`config.mk`:
```
export PLATFORM = sky130hd
export DESIGN_NAME = asp_uart
export DESIGN_NICKNAME = d
export VERILOG_FILES = /design/src/asp_uart.v
export VERILOG_INCLUDE_DIRS = /design/src
export SDC_FILE = /design/constraint.sdc
export NUM_CORES = 1
export LEC_CHECK = 0
export BUFFER_PORTS_ARGS = -buffer_cell sky130_fd_sc_hd__buf_4
export CORE_MARGIN = 4
export CORE_UTILIZATION = 55
export CTS_BUF_LIST = sky130_fd_sc_hd__clkbuf_16
export CTS_CLUSTER_SIZE = 12
export DETAILED_ROUTE_END_ITERATION = 10
export GPL_TIMING_DRIVEN = 0
export PLACE_DENSITY_LB_ADDON = 0.1
export SYNTH_ARGS = -nofsm -noshare
export SYNTH_HDL_FRONTEND = slang
export SYNTH_SLANG_ARGS = --single-unit
```
`constraint.sdc`:
```
create_clock -name CORE_CLK_IN -period 4.1 [get_ports CORE_CLK_IN]
set_input_delay 0.41 -clock CORE_CLK_IN [delete_from_list [all_inputs] [get_ports CORE_CLK_IN]]
set_output_delay 0.41 -clock CORE_CLK_IN [all_outputs]
set_load 0.05 [all_outputs]
```
`src/asp_consts.vh`:
```
// Purpose: constants for the async serial fifo port
// Assumes: 125 MHz core clock, fixed 8N1 framing, no divisor latch
// Notes: register indices are the three address pins
`ifndef ASP_CONSTS_VH
`define ASP_CONSTS_VH
`define ASP_A_DATA 3'h0
`define ASP_A_IER 3'h1
`define ASP_A_FCR 3'h2
`define ASP_A_MCR 3'h4
`define ASP_A_LSR 3'h5
`define ASP_IER_RX 0
`define ASP_IER_TX 1
`define ASP_IER_LS 2
`define ASP_IER_MS 3
`define ASP_IER_PD 5
`define ASP_IER_WMASK 8'h2f
`define ASP_IER_RESET 8'h00
`define ASP_FCR_EN 0
`define ASP_FCR_RXCLR 1
`define ASP_FCR_TXCLR 2
`define ASP_FCR_DMA 3
`define ASP_MCR_PD 7
`define ASP_ISR_LS 4'h6
`define ASP_ISR_RX 4'h4
`define ASP_ISR_TO 4'hc
`define ASP_ISR_TX 4'h2
`define ASP_ISR_MS 4'h0
`define ASP_ISR_NONE 4'h1
`define ASP_LSR_RESET 8'h60
`define ASP_TRIG_0 5'h01
`define ASP_TRIG_1 5'h04
`define ASP_TRIG_2 5'h08
`define ASP_TRIG_3 5'h0e
`define ASP_FIFO_DEPTH 5'h10
`define ASP_CLK_HZ 125000000
`define ASP_BAUD 115200
`define ASP_HALF_TICK_DIV (`ASP_CLK_HZ / (32 * `ASP_BAUD))
`define ASP_START_HALVES 5'h0f
`define ASP_BIT_HALVES 5'h1f
`define ASP_TIMEOUT_HALVES 11'h500
`endif

```
`src/asp_uart.v`:
```
// Purpose: serial channel with holding registers, fifos and dma requests
// Assumes: host strobes and line input are synchronous to CORE_CLK_IN
// Notes: baud is a fixed divider; framing is fixed at 8N1
`include "asp_consts.vh"

module asp_fifo #(
  parameter W = 8,
  parameter DEPTH = 16,
  parameter AW = 4,
  parameter CW = 5
) (
  input wire clk_in,
  input wire rst_n_in,
  input wire clr_in,
  input wire [CW-1:0] limit_in,
  input wire in_valid_in,
  output wire in_ready_out,
  input wire [W-1:0] in_data_in,
  output wire out_valid_out,
  input wire out_ready_in,
  output wire [W-1:0] out_data_out,
  output wire [CW-1:0] count_out
);
  reg [AW-1:0] wr_ptr;
  reg [AW-1:0] rd_ptr;
  reg [CW-1:0] count;
  reg [W-1:0] mem [0:DEPTH-1];
  wire push;
  wire pop;

  assign in_ready_out = count < limit_in;
  assign out_valid_out = count != {CW{1'b0}};
  assign out_data_out = mem[rd_ptr];
  assign count_out = count;
  assign push = in_valid_in & in_ready_out;
  assign pop = out_valid_out & out_ready_in;

  genvar i;
  generate
    for (i = 0; i < DEPTH; i = i + 1) begin : g_entry
      localparam [31:0] IDX_FULL = i;
      localparam [AW-1:0] IDX = IDX_FULL[AW-1:0];
      always @(posedge clk_in) begin
        if (push && wr_ptr == IDX)
          mem[i] <= in_data_in;
      end
    end
  endgenerate

  always @(posedge clk_in or negedge rst_n_in) begin
    if (!rst_n_in) begin
      wr_ptr <= {AW{1'b0}};
      rd_ptr <= {AW{1'b0}};
      count <= {CW{1'b0}};
    end else if (clr_in) begin
      wr_ptr <= {AW{1'b0}};
      rd_ptr <= {AW{1'b0}};
      count <= {CW{1'b0}};
    end else begin
      if (push)
        wr_ptr <= wr_ptr + 1'b1;
      if (pop)
        rd_ptr <= rd_ptr + 1'b1;
      if (push && !pop)
        count <= count + 1'b1;
      else if (pop && !push)
        count <= count - 1'b1;
    end
  end
endmodule

module asp_uart (
  input wire CORE_CLK_IN,
  input wire RESETN_IN,
  input wire CS_N_IN,
  input wire RD_N_IN,
  input wire WR_N_IN,
  input wire [2:0] ADDR_IN,
  input wire [7:0] DATA_IN,
  output reg [7:0] DATA_OUT,
  output reg DATA_OE_N_OUT,
  input wire SERIAL_IN,
  output reg SERIAL_OUT,
  input wire MODEM_EVENT_IN,
  output reg IRQ_OUT,
  output reg TX_DMA_REQUEST_N_OUT,
  output reg RX_DMA_REQUEST_N_OUT,
  output reg PWR_DOWN_OUT
);
  // zero on variants without power-down
  parameter [0:0] HAS_PWRDN = 1'b1;
  localparam [31:0] DIV_FULL = `ASP_HALF_TICK_DIV - 1;
  localparam [5:0] DIV_M1 = DIV_FULL[5:0];
  localparam [2:0] RX_IDLE = 3'b001;
  localparam [2:0] RX_START = 3'b010;
  localparam [2:0] RX_DATA = 3'b100;
  localparam [1:0] TX_IDLE = 2'b01;
  localparam [1:0] TX_BUSY = 2'b10;

  reg [5:0] div_cnt;
  reg tick;
  reg rd_prev;
  reg wr_prev;
  reg [7:0] irq_enable_mask;
  reg fifo_en;
  reg dma1_sel;
  reg [1:0] trig_sel;
  reg mcr_pd;
  reg [3:0] lsr_err;
  reg tx_flag;
  reg tx_cond_prev;
  reg rx_dma_hold;
  reg [10:0] to_cnt;
  reg [4:0] err_cnt;
  reg [2:0] rx_st;
  reg [4:0] rx_cnt;
  reg [3:0] rx_bit;
  reg [7:0] rx_sr;
  reg rx_prev;
  reg sk_valid;
  reg [10:0] sk_word;
  reg [1:0] tx_st;
  reg [4:0] tx_cnt;
  reg [3:0] tx_bit;
  reg [8:0] tx_sr;
  reg [4:0] trig;
  reg [3:0] isr_code;
  reg [7:0] rd_data;

  wire rd_now = !CS_N_IN && !RD_N_IN;
  wire wr_now = !CS_N_IN && !WR_N_IN;
  wire rd_act = rd_now && !rd_prev;
  wire wr_act = wr_now && !wr_prev;
  wire [4:0] q_limit = fifo_en ? `ASP_FIFO_DEPTH : 5'h01;
  wire fcr_wr = wr_act && ADDR_IN == `ASP_A_FCR;
  wire fcr_on = DATA_IN[`ASP_FCR_EN];
  wire rx_clr = fcr_wr && (fcr_on ? (DATA_IN[`ASP_FCR_RXCLR] | !fifo_en) : fifo_en);
  wire tx_clr = fcr_wr && (fcr_on ? (DATA_IN[`ASP_FCR_TXCLR] | !fifo_en) : fifo_en);
  wire dma1 = fifo_en && dma1_sel;

  wire tx_in_ready;
  wire tx_out_valid;
  wire [7:0] tx_out_data;
  wire [4:0] tx_count;
  wire tx_push = wr_act && ADDR_IN == `ASP_A_DATA;
  wire tx_pop = tx_out_valid && tx_st[0];
  wire sk_in_ready;
  wire sk_out_valid;
  wire [10:0] sk_out_data;
  wire rx_in_ready;
  wire rx_out_valid;
  wire [10:0] rx_out_data;
  wire [4:0] rx_count;
  wire rx_pop = rd_act && ADDR_IN == `ASP_A_DATA;
  wire rx_push = sk_out_valid && rx_in_ready;
  wire isr_rd = rd_act && ADDR_IN == `ASP_A_FCR;
  wire lsr_rd = rd_act && ADDR_IN == `ASP_A_LSR;

  // tx fill limit shrinks to one when fifos are off
  asp_fifo #(.W(8), .DEPTH(16), .AW(4), .CW(5)) u_txq (
    .clk_in(CORE_CLK_IN),
    .rst_n_in(RESETN_IN),
    .clr_in(tx_clr),
    .limit_in(q_limit),
    .in_valid_in(tx_push),
    .in_ready_out(tx_in_ready),
    .in_data_in(DATA_IN),
    .out_valid_out(tx_out_valid),
    .out_ready_in(tx_st[0]),
    .out_data_out(tx_out_data),
    .count_out(tx_count)
  );

  // two-entry skid so a full rx queue does not lose a finished word
  asp_fifo #(.W(11), .DEPTH(2), .AW(1), .CW(2)) u_skid (
    .clk_in(CORE_CLK_IN),
    .rst_n_in(RESETN_IN),
    .clr_in(rx_clr),
    .limit_in(2'h2),
    .in_valid_in(sk_valid),
    .in_ready_out(sk_in_ready),
    .in_data_in(sk_word),
    .out_valid_out(sk_out_valid),
    .out_ready_in(rx_in_ready),
    .out_data_out(sk_out_data),
    .count_out()
  );

  asp_fifo #(.W(11), .DEPTH(16), .AW(4), .CW(5)) u_rxq (
    .clk_in(CORE_CLK_IN),
    .rst_n_in(RESETN_IN),
    .clr_in(rx_clr),
    .limit_in(q_limit),
    .in_valid_in(sk_out_valid),
    .in_ready_out(rx_in_ready),
    .in_data_in(sk_out_data),
    .out_valid_out(rx_out_valid),
    .out_ready_in(rx_pop),
    .out_data_out(rx_out_data),
    .count_out(rx_count)
  );

  wire timeout = fifo_en && to_cnt == `ASP_TIMEOUT_HALVES;
  wire rx_avail = fifo_en ? (rx_count >= trig) : rx_out_valid;
  wire tx_cond = dma1 ? (tx_count < trig) : (tx_count == 5'h00);
  wire ls_src = irq_enable_mask[`ASP_IER_LS] && lsr_err != 4'h0;
  wire rx_src = irq_enable_mask[`ASP_IER_RX] && rx_avail;
  wire to_src = irq_enable_mask[`ASP_IER_RX] && timeout;
  wire tx_src = irq_enable_mask[`ASP_IER_TX] && tx_flag;
  wire ms_src = irq_enable_mask[`ASP_IER_MS] && MODEM_EVENT_IN;
  wire tx_idle = tx_st[0] && !tx_out_valid;
  wire [7:0] line_state = {err_cnt != 5'h00, tx_idle && tx_count == 5'h00,
                    tx_count == 5'h00, lsr_err, rx_out_valid};

  always @* begin
    case (trig_sel)
      2'b00: trig = `ASP_TRIG_0;
      2'b01: trig = `ASP_TRIG_1;
      2'b10: trig = `ASP_TRIG_2;
      default: trig = `ASP_TRIG_3;
    endcase
  end

  always @* begin
    if (ls_src)
      isr_code = `ASP_ISR_LS;
    else if (rx_src)
      isr_code = `ASP_ISR_RX;
    else if (to_src)
      isr_code = `ASP_ISR_TO;
    else if (tx_src)
      isr_code = `ASP_ISR_TX;
    else if (ms_src)
      isr_code = `ASP_ISR_MS;
    else
      isr_code = `ASP_ISR_NONE;
  end

  always @* begin
    case (ADDR_IN)
      `ASP_A_DATA: rd_data = rx_out_data[7:0];
      `ASP_A_IER: rd_data = irq_enable_mask;
      `ASP_A_FCR: rd_data = {fifo_en, fifo_en, 2'b00, isr_code};
      `ASP_A_MCR: rd_data = {mcr_pd, 7'h00};
      `ASP_A_LSR: rd_data = line_state;
      default: rd_data = 8'h00;
    endcase
  end

  // host side: registers, status and request pins
  always @(posedge CORE_CLK_IN or negedge RESETN_IN) begin
    if (!RESETN_IN) begin
      rd_prev <= 1'b0;
      wr_prev <= 1'b0;
      DATA_OUT <= 8'h00;
      DATA_OE_N_OUT <= 1'b1;
      irq_enable_mask <= `ASP_IER_RESET;
      fifo_en <= 1'b0;
      dma1_sel <= 1'b0;
      trig_sel <= 2'b00;
      mcr_pd <= 1'b0;
      lsr_err <= 4'h0;
      tx_flag <= 1'b0;
      tx_cond_prev <= 1'b0;
      rx_dma_hold <= 1'b0;
      to_cnt <= 11'h000;
      err_cnt <= 5'h00;
      IRQ_OUT <= 1'b0;
      TX_DMA_REQUEST_N_OUT <= 1'b1;
      RX_DMA_REQUEST_N_OUT <= 1'b1;
      PWR_DOWN_OUT <= 1'b0;
    end else begin
      rd_prev <= rd_now;
      wr_prev <= wr_now;
      DATA_OE_N_OUT <= !rd_now;
      if (rd_act)
        DATA_OUT <= rd_data;
      if (wr_act && ADDR_IN == `ASP_A_IER)
        irq_enable_mask <= DATA_IN & `ASP_IER_WMASK & {2'b11, HAS_PWRDN, 5'h1f};
      if (wr_act && ADDR_IN == `ASP_A_MCR)
        mcr_pd <= DATA_IN[`ASP_MCR_PD];
      if (fcr_wr) begin
        fifo_en <= fcr_on;
        if (fcr_on) begin
          dma1_sel <= DATA_IN[`ASP_FCR_DMA];
          trig_sel <= DATA_IN[7:6];
        end
      end
      // error sets win over the clearing reads
      if (sk_valid && sk_in_ready)
        lsr_err <= lsr_err | {sk_word[10:8], 1'b0};
      else if (sk_valid)
        lsr_err <= lsr_err | {sk_word[10:8], 1'b1};
      else if (lsr_rd || (isr_rd && isr_code == `ASP_ISR_LS))
        lsr_err <= 4'h0;
      tx_cond_prev <= tx_cond;
      if (tx_cond && !tx_cond_prev)
        tx_flag <= 1'b1;
      else if (tx_push || (isr_rd && isr_code == `ASP_ISR_TX))
        tx_flag <= 1'b0;
      if (rx_clr)
        err_cnt <= 5'h00;
      else if ((rx_push && sk_out_data[10:8] != 3'h0) &&
               !(rx_pop && rx_out_data[10:8] != 3'h0))
        err_cnt <= err_cnt + 5'h01;
      else if (!(rx_push && sk_out_data[10:8] != 3'h0) &&
               (rx_pop && rx_out_data[10:8] != 3'h0))
        err_cnt <= err_cnt - 5'h01;
      if (rx_count == 5'h00 || rx_push || rx_pop)
        to_cnt <= 11'h000;
      else if (tick && to_cnt != `ASP_TIMEOUT_HALVES)
        to_cnt <= to_cnt + 11'h001;
      if (rx_count >= trig || timeout)
        rx_dma_hold <= 1'b1;
      else if (rx_count == 5'h00)
        rx_dma_hold <= 1'b0;
      IRQ_OUT <= ls_src | rx_src | to_src | tx_src | ms_src;
      TX_DMA_REQUEST_N_OUT <= dma1 ? !tx_in_ready : tx_count != 5'h00;
      RX_DMA_REQUEST_N_OUT <= dma1 ? !rx_dma_hold : !rx_out_valid;
      PWR_DOWN_OUT <= irq_enable_mask[`ASP_IER_PD] && mcr_pd;
    end
  end

  // half-tick enable at 32x baud gives the 7.5 count exactly
  always @(posedge CORE_CLK_IN or negedge RESETN_IN) begin
    if (!RESETN_IN) begin
      div_cnt <= 6'h00;
      tick <= 1'b0;
    end else begin
      tick <= div_cnt == DIV_M1;
      div_cnt <= (div_cnt == DIV_M1) ? 6'h00 : div_cnt + 6'h01;
    end
  end

  // receiver
  always @(posedge CORE_CLK_IN or negedge RESETN_IN) begin
    if (!RESETN_IN) begin
      rx_st <= RX_IDLE;
      rx_cnt <= 5'h00;
      rx_bit <= 4'h0;
      rx_sr <= 8'h00;
      rx_prev <= 1'b1;
      sk_valid <= 1'b0;
      sk_word <= 11'h000;
    end else begin
      rx_prev <= SERIAL_IN;
      sk_valid <= 1'b0;
      case (rx_st)
        RX_IDLE: begin
          rx_cnt <= 5'h00;
          if (rx_prev && !SERIAL_IN)
            rx_st <= RX_START;
        end
        RX_START: begin
          if (tick) begin
            if (rx_cnt == `ASP_START_HALVES - 5'h01) begin
              rx_cnt <= 5'h00;
              rx_bit <= 4'h0;
              rx_st <= SERIAL_IN ? RX_IDLE : RX_DATA;
            end else begin
              rx_cnt <= rx_cnt + 5'h01;
            end
          end
        end
        RX_DATA: begin
          if (tick) begin
            if (rx_cnt == `ASP_BIT_HALVES) begin
              rx_cnt <= 5'h00;
              if (rx_bit == 4'h8) begin
                // tag: break, framing, parity (no parity here)
                sk_valid <= 1'b1;
                sk_word <= {!SERIAL_IN && rx_sr == 8'h00, !SERIAL_IN, 1'b0, rx_sr};
                rx_st <= RX_IDLE;
              end else begin
                rx_sr <= {SERIAL_IN, rx_sr[7:1]};
                rx_bit <= rx_bit + 4'h1;
              end
            end else begin
              rx_cnt <= rx_cnt + 5'h01;
            end
          end
        end
        default: rx_st <= RX_IDLE;
      endcase
    end
  end

  // transmitter
  always @(posedge CORE_CLK_IN or negedge RESETN_IN) begin
    if (!RESETN_IN) begin
      tx_st <= TX_IDLE;
      tx_cnt <= 5'h00;
      tx_bit <= 4'h0;
      tx_sr <= 9'h1ff;
      SERIAL_OUT <= 1'b1;
    end else begin
      case (tx_st)
        TX_IDLE: begin
          if (tx_pop) begin
            tx_sr <= {1'b1, tx_out_data};
            tx_bit <= 4'h0;
            tx_cnt <= 5'h00;
            SERIAL_OUT <= 1'b0;
            tx_st <= TX_BUSY;
          end
        end
        TX_BUSY: begin
          if (tick) begin
            if (tx_cnt == `ASP_BIT_HALVES) begin
              tx_cnt <= 5'h00;
              if (tx_bit == 4'h9) begin
                tx_st <= TX_IDLE;
              end else begin
                SERIAL_OUT <= tx_sr[0];
                tx_sr <= {1'b1, tx_sr[8:1]};
                tx_bit <= tx_bit + 4'h1;
              end
            end else begin
              tx_cnt <= tx_cnt + 5'h01;
            end
          end
        end
        default: tx_st <= TX_IDLE;
      endcase
    end
  end
endmodule

```
# After elaboration in Yosys (flattened, before gate mapping)
# Memories as Yosys holds them, arrays and structs flattened.
# Cells that the tools add are included.
[word_totals]
out_inout_bits = 14
register_bits = 138
inputBits = 18
ramBits = 324
memories = 3
[mem_list]
columns = ["memory", "depth", "width", "rd", "rd_clocked_by_memory_dff", "wr", "line_no", "text"]
rows = [
  ["u_rxq.mem", 16, 11, 1, 0, 1, "asp_uart.v:27", "reg [W-1:0] mem [0:DEPTH-1];"],
  ["u_txq.mem", 16, 8, 1, 0, 1, "asp_uart.v:27", ""],
  ["u_skid.mem", 2, 10, 1, 0, 1, "asp_uart.v:27", ""],
]
[op_classes]
eq_ne = 63
add_sub_neg = 20
reduce_logical = 171
order_cmp = 5
mux = 256
n_bitwise = 15
[ops]
columns = ["op", "n"]
rows = [
  ["2-to-1 mux 4 bit", 53],
  ["2-to-1 mux 11 bit", 17],
  ["OR reduction 11 bit", 15],
  ["2-to-1 mux 1 bit", 123],
  ["2-to-1 mux 8 bit", 15],
  ["OR reduction 8 bit", 15],
  ["2-to-1 mux 5 bit", 17],
  ["logical AND 1 bit", 76],
  ["== test 4 bit, second input constant", 18],
  ["case mux 8 bit (5 select lines)", 1],
  ["== test 4 x 3 -> 1 bit, second input constant", 9],
  ["2-to-1 mux 9 bit", 4],
  ["adder 5 x 1 -> 5 bit, second input constant", 5],
  ["adder 4 x 1 -> 4 bit, second input constant", 6],
  ["inequality test 2 bit, second input constant", 12],
  ["nonzero test 3 bit", 8],
  ["nonzero test 2 bit", 11],
  ["2-to-1 mux 3 bit", 7],
  ["== test 4 x 2 -> 1 bit, second input constant", 5],
  ["zero test 1 bit", 20],
  ["case mux 9 bit (2 select lines)", 1],
  ["2-to-1 mux 2 bit", 8],
  ["case mux 4 bit (2 select lines)", 2],
  ["less-than comparator 5 bit", 3],
  ["45 further kinds", 79],
]

# Logic depth before layout (Yosys ltp)
[logic_depth]
word_depth = 24
depth_mapped = 14
mapped_depth_nobuf = 12

# By module
# A second synthesis with hierarchy kept.
[unflattened]
hier_cells = 1274
area_unflattened_um2 = 20150.6
[by_module_without_submodules]
columns = ["module", "cells_each", "n_inst", "seq_area_each_um2", "area_each_um2"]
rows = [
  ["asp_fifo (u_rxq)", 368, 1, 5610.4, 7706.1],
  ["asp_fifo (u_txq)", 303, 1, 4169.0, 5908.2],
  ["asp_uart", 541, 1, 2671.3, 5472.7],
  ["asp_fifo (u_skid)", 62, 1, 760.7, 1063.5],
]

# Worst setup path after synthesis
# Ideal clock, no wire load.
[synth_path]
path_kind = "reg-to-reg"
start = "reg fifo_en"
end = "reg u_txq.count[4] (netlist: u_txq.count_out[4])"
required_time_ns = 3.968
path_buffers = 2
slack_ns = 0.946
synth_period_minus_slack_ns = 3.154
setup_ns = 0.132
t_arrival_ns = 3.022
path_stages_with_launch = 15
cell_sequence = "dfrtp_1 clkbuf_1 inv_1 ha_1 nor4_2 and2_1 clkbuf_1 nand2_1 fa_1 a21o_1 a21o_1 nand4_1 nor2b_1 xor2_1 nor2_1"
[synth_between]
elab_chain_len = 6
[synth_lines]
columns = ["element", "line_no", "text"]
rows = [
  ["start, declared", "asp_uart.v:105", "reg fifo_en;"],
  ["start signal, assigned", "asp_uart.v:283", "fifo_en <= fcr_on;"],
  ["2-to-1 mux 5 bit", "asp_uart.v:134", "wire [4:0] q_limit = fifo_en ? `ASP_FIFO_DEPTH : 5'h01;"],
  ["less-than comparator 5 bit", "asp_uart.v:31", "assign in_ready_out = count < limit_in;"],
  ["bitwise AND 1 bit", "asp_uart.v:35", "assign push = in_valid_in & in_ready_out;"],
  ["logical AND 1 bit or zero test 1 bit (tied branches)", "asp_uart.v:64, asp_uart.v:66", ""],
  ["2-to-1 mux 5 bit or logical AND 1 bit (tied branches)", "asp_uart.v:64, asp_uart.v:66", ""],
  ["2-to-1 mux 5 bit or nonzero test 3 bit (tied branches)", "n/a", ""],
  ["end signal, assigned", "asp_uart.v:54", "count <= {CW{1'b0}};"],
  ["end signal, assigned", "asp_uart.v:58", "count <= {CW{1'b0}};"],
  ["end signal, assigned", "asp_uart.v:65", "count <= count + 1'b1;"],
  ["end, declared", "asp_uart.v:26", "reg [CW-1:0] count;"],
]
# Several ways; a longest one is shown, not always the timed one.
# A chain may end at the register's enable or synchronous reset.

# Final worst setup path
[layout_path]
start = "reg fifo_en"
end = "mem u_rxq.mem[9][7] (enable)"
[layout_between]
elab_chain_len = 22
[layout_lines]
columns = ["element", "line_no", "text"]
rows = [
  ["2-to-1 mux 5 bit (*)", "asp_uart.v:134", ""],
  ["less-than comparator 5 bit (*)", "asp_uart.v:31", ""],
  ["bitwise AND 1 bit (*)", "asp_uart.v:35", ""],
  ["logical AND 1 bit", "asp_uart.v:44", "if (push && wr_ptr == IDX)"],
  ["2-to-1 mux 1 bit", "asp_uart.v:44", ""],
  ["2-to-1 mux 1 bit (not written as such)", "asp_uart.v:45", "mem[i] <= in_data_in;"],
  ["OR reduction 11 bit (no source line)", "n/a", ""],
  ["2-to-1 mux 4 bit (no source line) or 2-to-1 mux 1 bit (tied branches) (15 in series)", "n/a", ""],
  ["end, declared", "asp_uart.v:27", ""],
]
# Every way passes the cells marked *; elsewhere a longest branch is shown, timed or not.

==> results.json <==
{
  "status": "finished clean",
  "finalCriticalPeriod_ns": 3.531,
  "async_reset_ff_share_pct": 30.63,
  "syn_area_mm2": 0.01888,
  "whs_path_depth": 2,
  "grt_max_degree": 74,
  "clkSlewWorstSetupHoldPaths_ns": 0.06,
  "min_to": "wr_prev$_DFF_PN0_",
  "ys_seq_area_share_pct": 67.12,
  "r2r-end": "u_rxq.mem[9][7]$_DFFE_PP_",
  "drt_iter0_markers": 707,
  "finClkSkew_ns": 0.01377,
  "coreArea_mm2": 0.03370,
  "drive_gt1_share_pct": 19.99,
  "grt_pass1_wl_um": 62090,
  "dp_hpwl_um": 26550,
  "cellPowerDensity_mw_per_mm2": 599.5,
  "synth_common_cells": "308 x edfxtp_1, 121 x dfrtp_1, 112 x nand2_1",
  "wire_per_inst_um": 21.71,
  "grt_pass1_vias": 10720,
  "hold_violations": 0,
  "syn_inst": 1220,
  "drtAntennaViolNets": 0,
  "rsz0062_at_grt": "no",
  "ios": 32,
  "cts_root_buf": "clkbuf_16",
  "routabilityCongestion": 0.8054,
  "vias_per_cell": 5.756,
  "start_util_pct": 56.02,
  "grt_usage_pct": 21.21,
  "crit_arrival_ns": 3.68,
  "worstPathMaxFanout": 10,
  "vias": 10360,
  "synth_top_cell_by_area": "edfxtp_1",
  "hold_path_class": "primary input to register",
  "synth-edff-count": 308,
  "startpoint_type": "register",
  "required_ns": 4.25,
  "hp-start": "CS_N_IN",
  "cts_buffers": 46,
  "syn_nets": 1280,
  "avgSynthCellArea_um2": 15.47,
  "final_area_mm2": 0.02131,
  "n_fill_cell": 2507,
  "setup_viol": 0,
  "maxSlewViolCount": 0,
  "synth_cell_types": 73,
  "place_area_mm2": 0.01987,
  "finalNetCount": 1373,
  "cts_tree": "yes",
  "reg2reg_slack_ns": 0.57,
  "h-tree-depth": 2,
  "post_cts_buffers": 0,
  "slew_headroom_pct": 12.97,
  "yosys-top-cells-area": "edfxtp_1 49%, dfrtp_1 16%, mux4_2 9.4%",
  "grt-ovfl-total": 0,
  "worst_slack_ns": 0.5692,
  "clock_latency_ns": 0.55,
  "cts_sinks": 444,
  "post-synth-top-count-cell": "edfxtp_1",
  "ys_ff_latch": 444,
  "yosys_most_used_dff": "edfxtp_1",
  "antenna_cells": 0,
  "antenna_found_initial": 0,
  "place_ws_ns": 0.1770,
  "maxCapViolCount": 0,
  "endpoint_kind": "register",
  "area_delta_synth_final_pct": 12.90,
  "max_slew.worst_pin.slew_ns": 1.301,
  "yosysWarnings": 0,
  "p_leak_nw": 7.375,
  "synth_top_area_share_pct": 48.99,
  "fmax_mhz": 283.2,
  "dieArea_mm2": 0.03735,
  "crit_type": "register to register",
  "die_h_um": 193.3,
  "drt-total-wl_um": 39070,
  "post-route-drc-count": 0,
  "first_pass_iters": 5,
  "finalCritPeriodShare_pct": 86.12,
  "r2r-start": "fifo_en$_DFFE_PN0P_",
  "vdd_ir_drop_max_mv": 0.4702,
  "num_rows": 67,
  "r2r_cells": 8,
  "max-clock-path-buffers": 3,
  "die_w_um": 193.3,
  "io_buffers": 30
}
==> power by group <==
group / leakage [nW] / switching, mW / internal, mW / total (mW)
Combinational: 2.51 / 1.93 / 1.46 / 3.39
Clock: 0.782 / 1.62 / 2.24 / 3.86
Sequential: 4.08 / 0.343 / 5.18 / 5.53
Total: 7.37 / 3.90 / 8.88 / 12.8
==> kinds of logic (layout without fill, tap and decap cells) <==
kind of cell | count (synthesis) | after routing | share of synthesized area (%)
DFF | 444 | 444 | 67.12
and+or+nand+nor | 345 | 345 | 8.795
AOI/OAI and AO/OA | 136 | 136 | 4.858
muxes | 128 | 128 | 12.23
buffers and inverters | 81 | 212 | 1.902
adders and majority gates | 43 | 43 | 2.956
xor gates and xnor gates | 43 | 43 | 2.134
==> flip-flops by register name, summed over array words and instances, names as in the netlist, 4 cells and up <==
register and cells:
DATA_OUT 8, div_cnt 6, err_cnt 5, irq_enable_mask 5, rx_bit 4, rx_cnt 5, rx_sr 8, sk_word 10
to_cnt 11, tx_bit 4, tx_cnt 5, tx_sr 8, u_rxq.count_out 5, u_rxq.mem 160, u_rxq.rd_ptr 4, u_rxq.wr_ptr 4
u_skid.mem 20, u_txq.count_out 5, u_txq.mem 128, u_txq.rd_ptr 4, u_txq.wr_ptr 4
==> worst max-delay path by stage <==
stage	from	to	slack [ns]
2_1_floorplan	fifo_en$_DFFE_PN0P_	u_txq.count_out[4]$_DFFE_PN0P_	0.95
3_3_place_gp	fifo_en$_DFFE_PN0P_	u_rxq.mem[1][4]$_DFFE_PP_	-0.42
3_5_place_dp	fifo_en$_DFFE_PN0P_	u_txq.count_out[4]$_DFFE_PN0P_	0.18
4_1_cts	fifo_en$_DFFE_PN0P_	u_txq.count_out[4]$_DFFE_PN0P_	0.17
5_1_grt	fifo_en$_DFFE_PN0P_	u_txq.count_out[4]$_DFFE_PN0P_	0.17
6_report	fifo_en$_DFFE_PN0P_	u_rxq.mem[9][7]$_DFFE_PP_	0.57
==> cells in the final DEF (no fill, tap or decap), types with 25 or more instances in the layout <==
cell type,n
buf_4,39
nand2_1,112
nor2_1,95
ha_1,39
inv_1,56
dfrtp_1,120
clkbuf_16,50
clkbuf_1,26
edfxtp_1,308
o21ai_0,25
mux2_2,32
a21oi_1,26
mux4_2,79
==> final cells by class <==
| class | instances | area, µm² | area share [%] |
|---|---|---|---|
| flip-flops and latches | 444 | 12670 | 59.45 |
| multi-input cells | 695 | 5918 | 27.77 |
| clock buffers | 50 | 1251 | 5.870 |
| well taps | 448 | 560.5 | 2.630 |
| repair buffers | 46 | 387.9 | 1.820 |
| plain buffers | 46 | 227.7 | 1.068 |
| clock inverters | 36 | 168.9 | 0.7925 |
| inverters | 34 | 127.6 | 0.5988 |
==> worst max-delay path: stages (launching register included) <==
cell	delay, ns
dfrtp_2	0.52
inv_1	0.17
ha_1	0.37
o2bb2ai_1	0.17
a211o_1	0.29
clkbuf_1	0.29
nor2_1	0.18
nand2_1	0.12
nor2_1	1.02
==> routing by layer <==
layer  track usage, %  share of wire, %
met4            7.501               3.5
met5                0                 0
met1            28.33                42
met3            3.809               4.5
met2            35.57                50
==> through the flow <==
stage | instances | setup TNS (ns) | util [%] | power (mW) | hold slack (ns)
after detailed placement | 1711 | 0 | 58.95 | 9.015 | 0.4569
after global routing | 1799 | 0 | 63.25 | 13.50 | 0.02518
final | 1799 | 0 | 63.25 | 12.78 | 0.03180
after global placement | 1698 | -15.26 | 58.35 | 8.889 | 0.4531
after floorplan | 1220 | 0 | - | 8.037 | 0.1144
after CTS | 1800 | 0 | 63.25 | 12.89 | 0.005577
==> repair_timing <==
| item | 4_1_cts | 5_1_grt |
|---|---|---|
| gates resized for setup | 0 | 1 |
| hold buffers | 3 | 0 |
| endpoints found under the hold margin | 52 | 0 |
| setup endpoints to repair | 0 | 31 |
No activity file was read; power rests on OpenSTA's default activity.
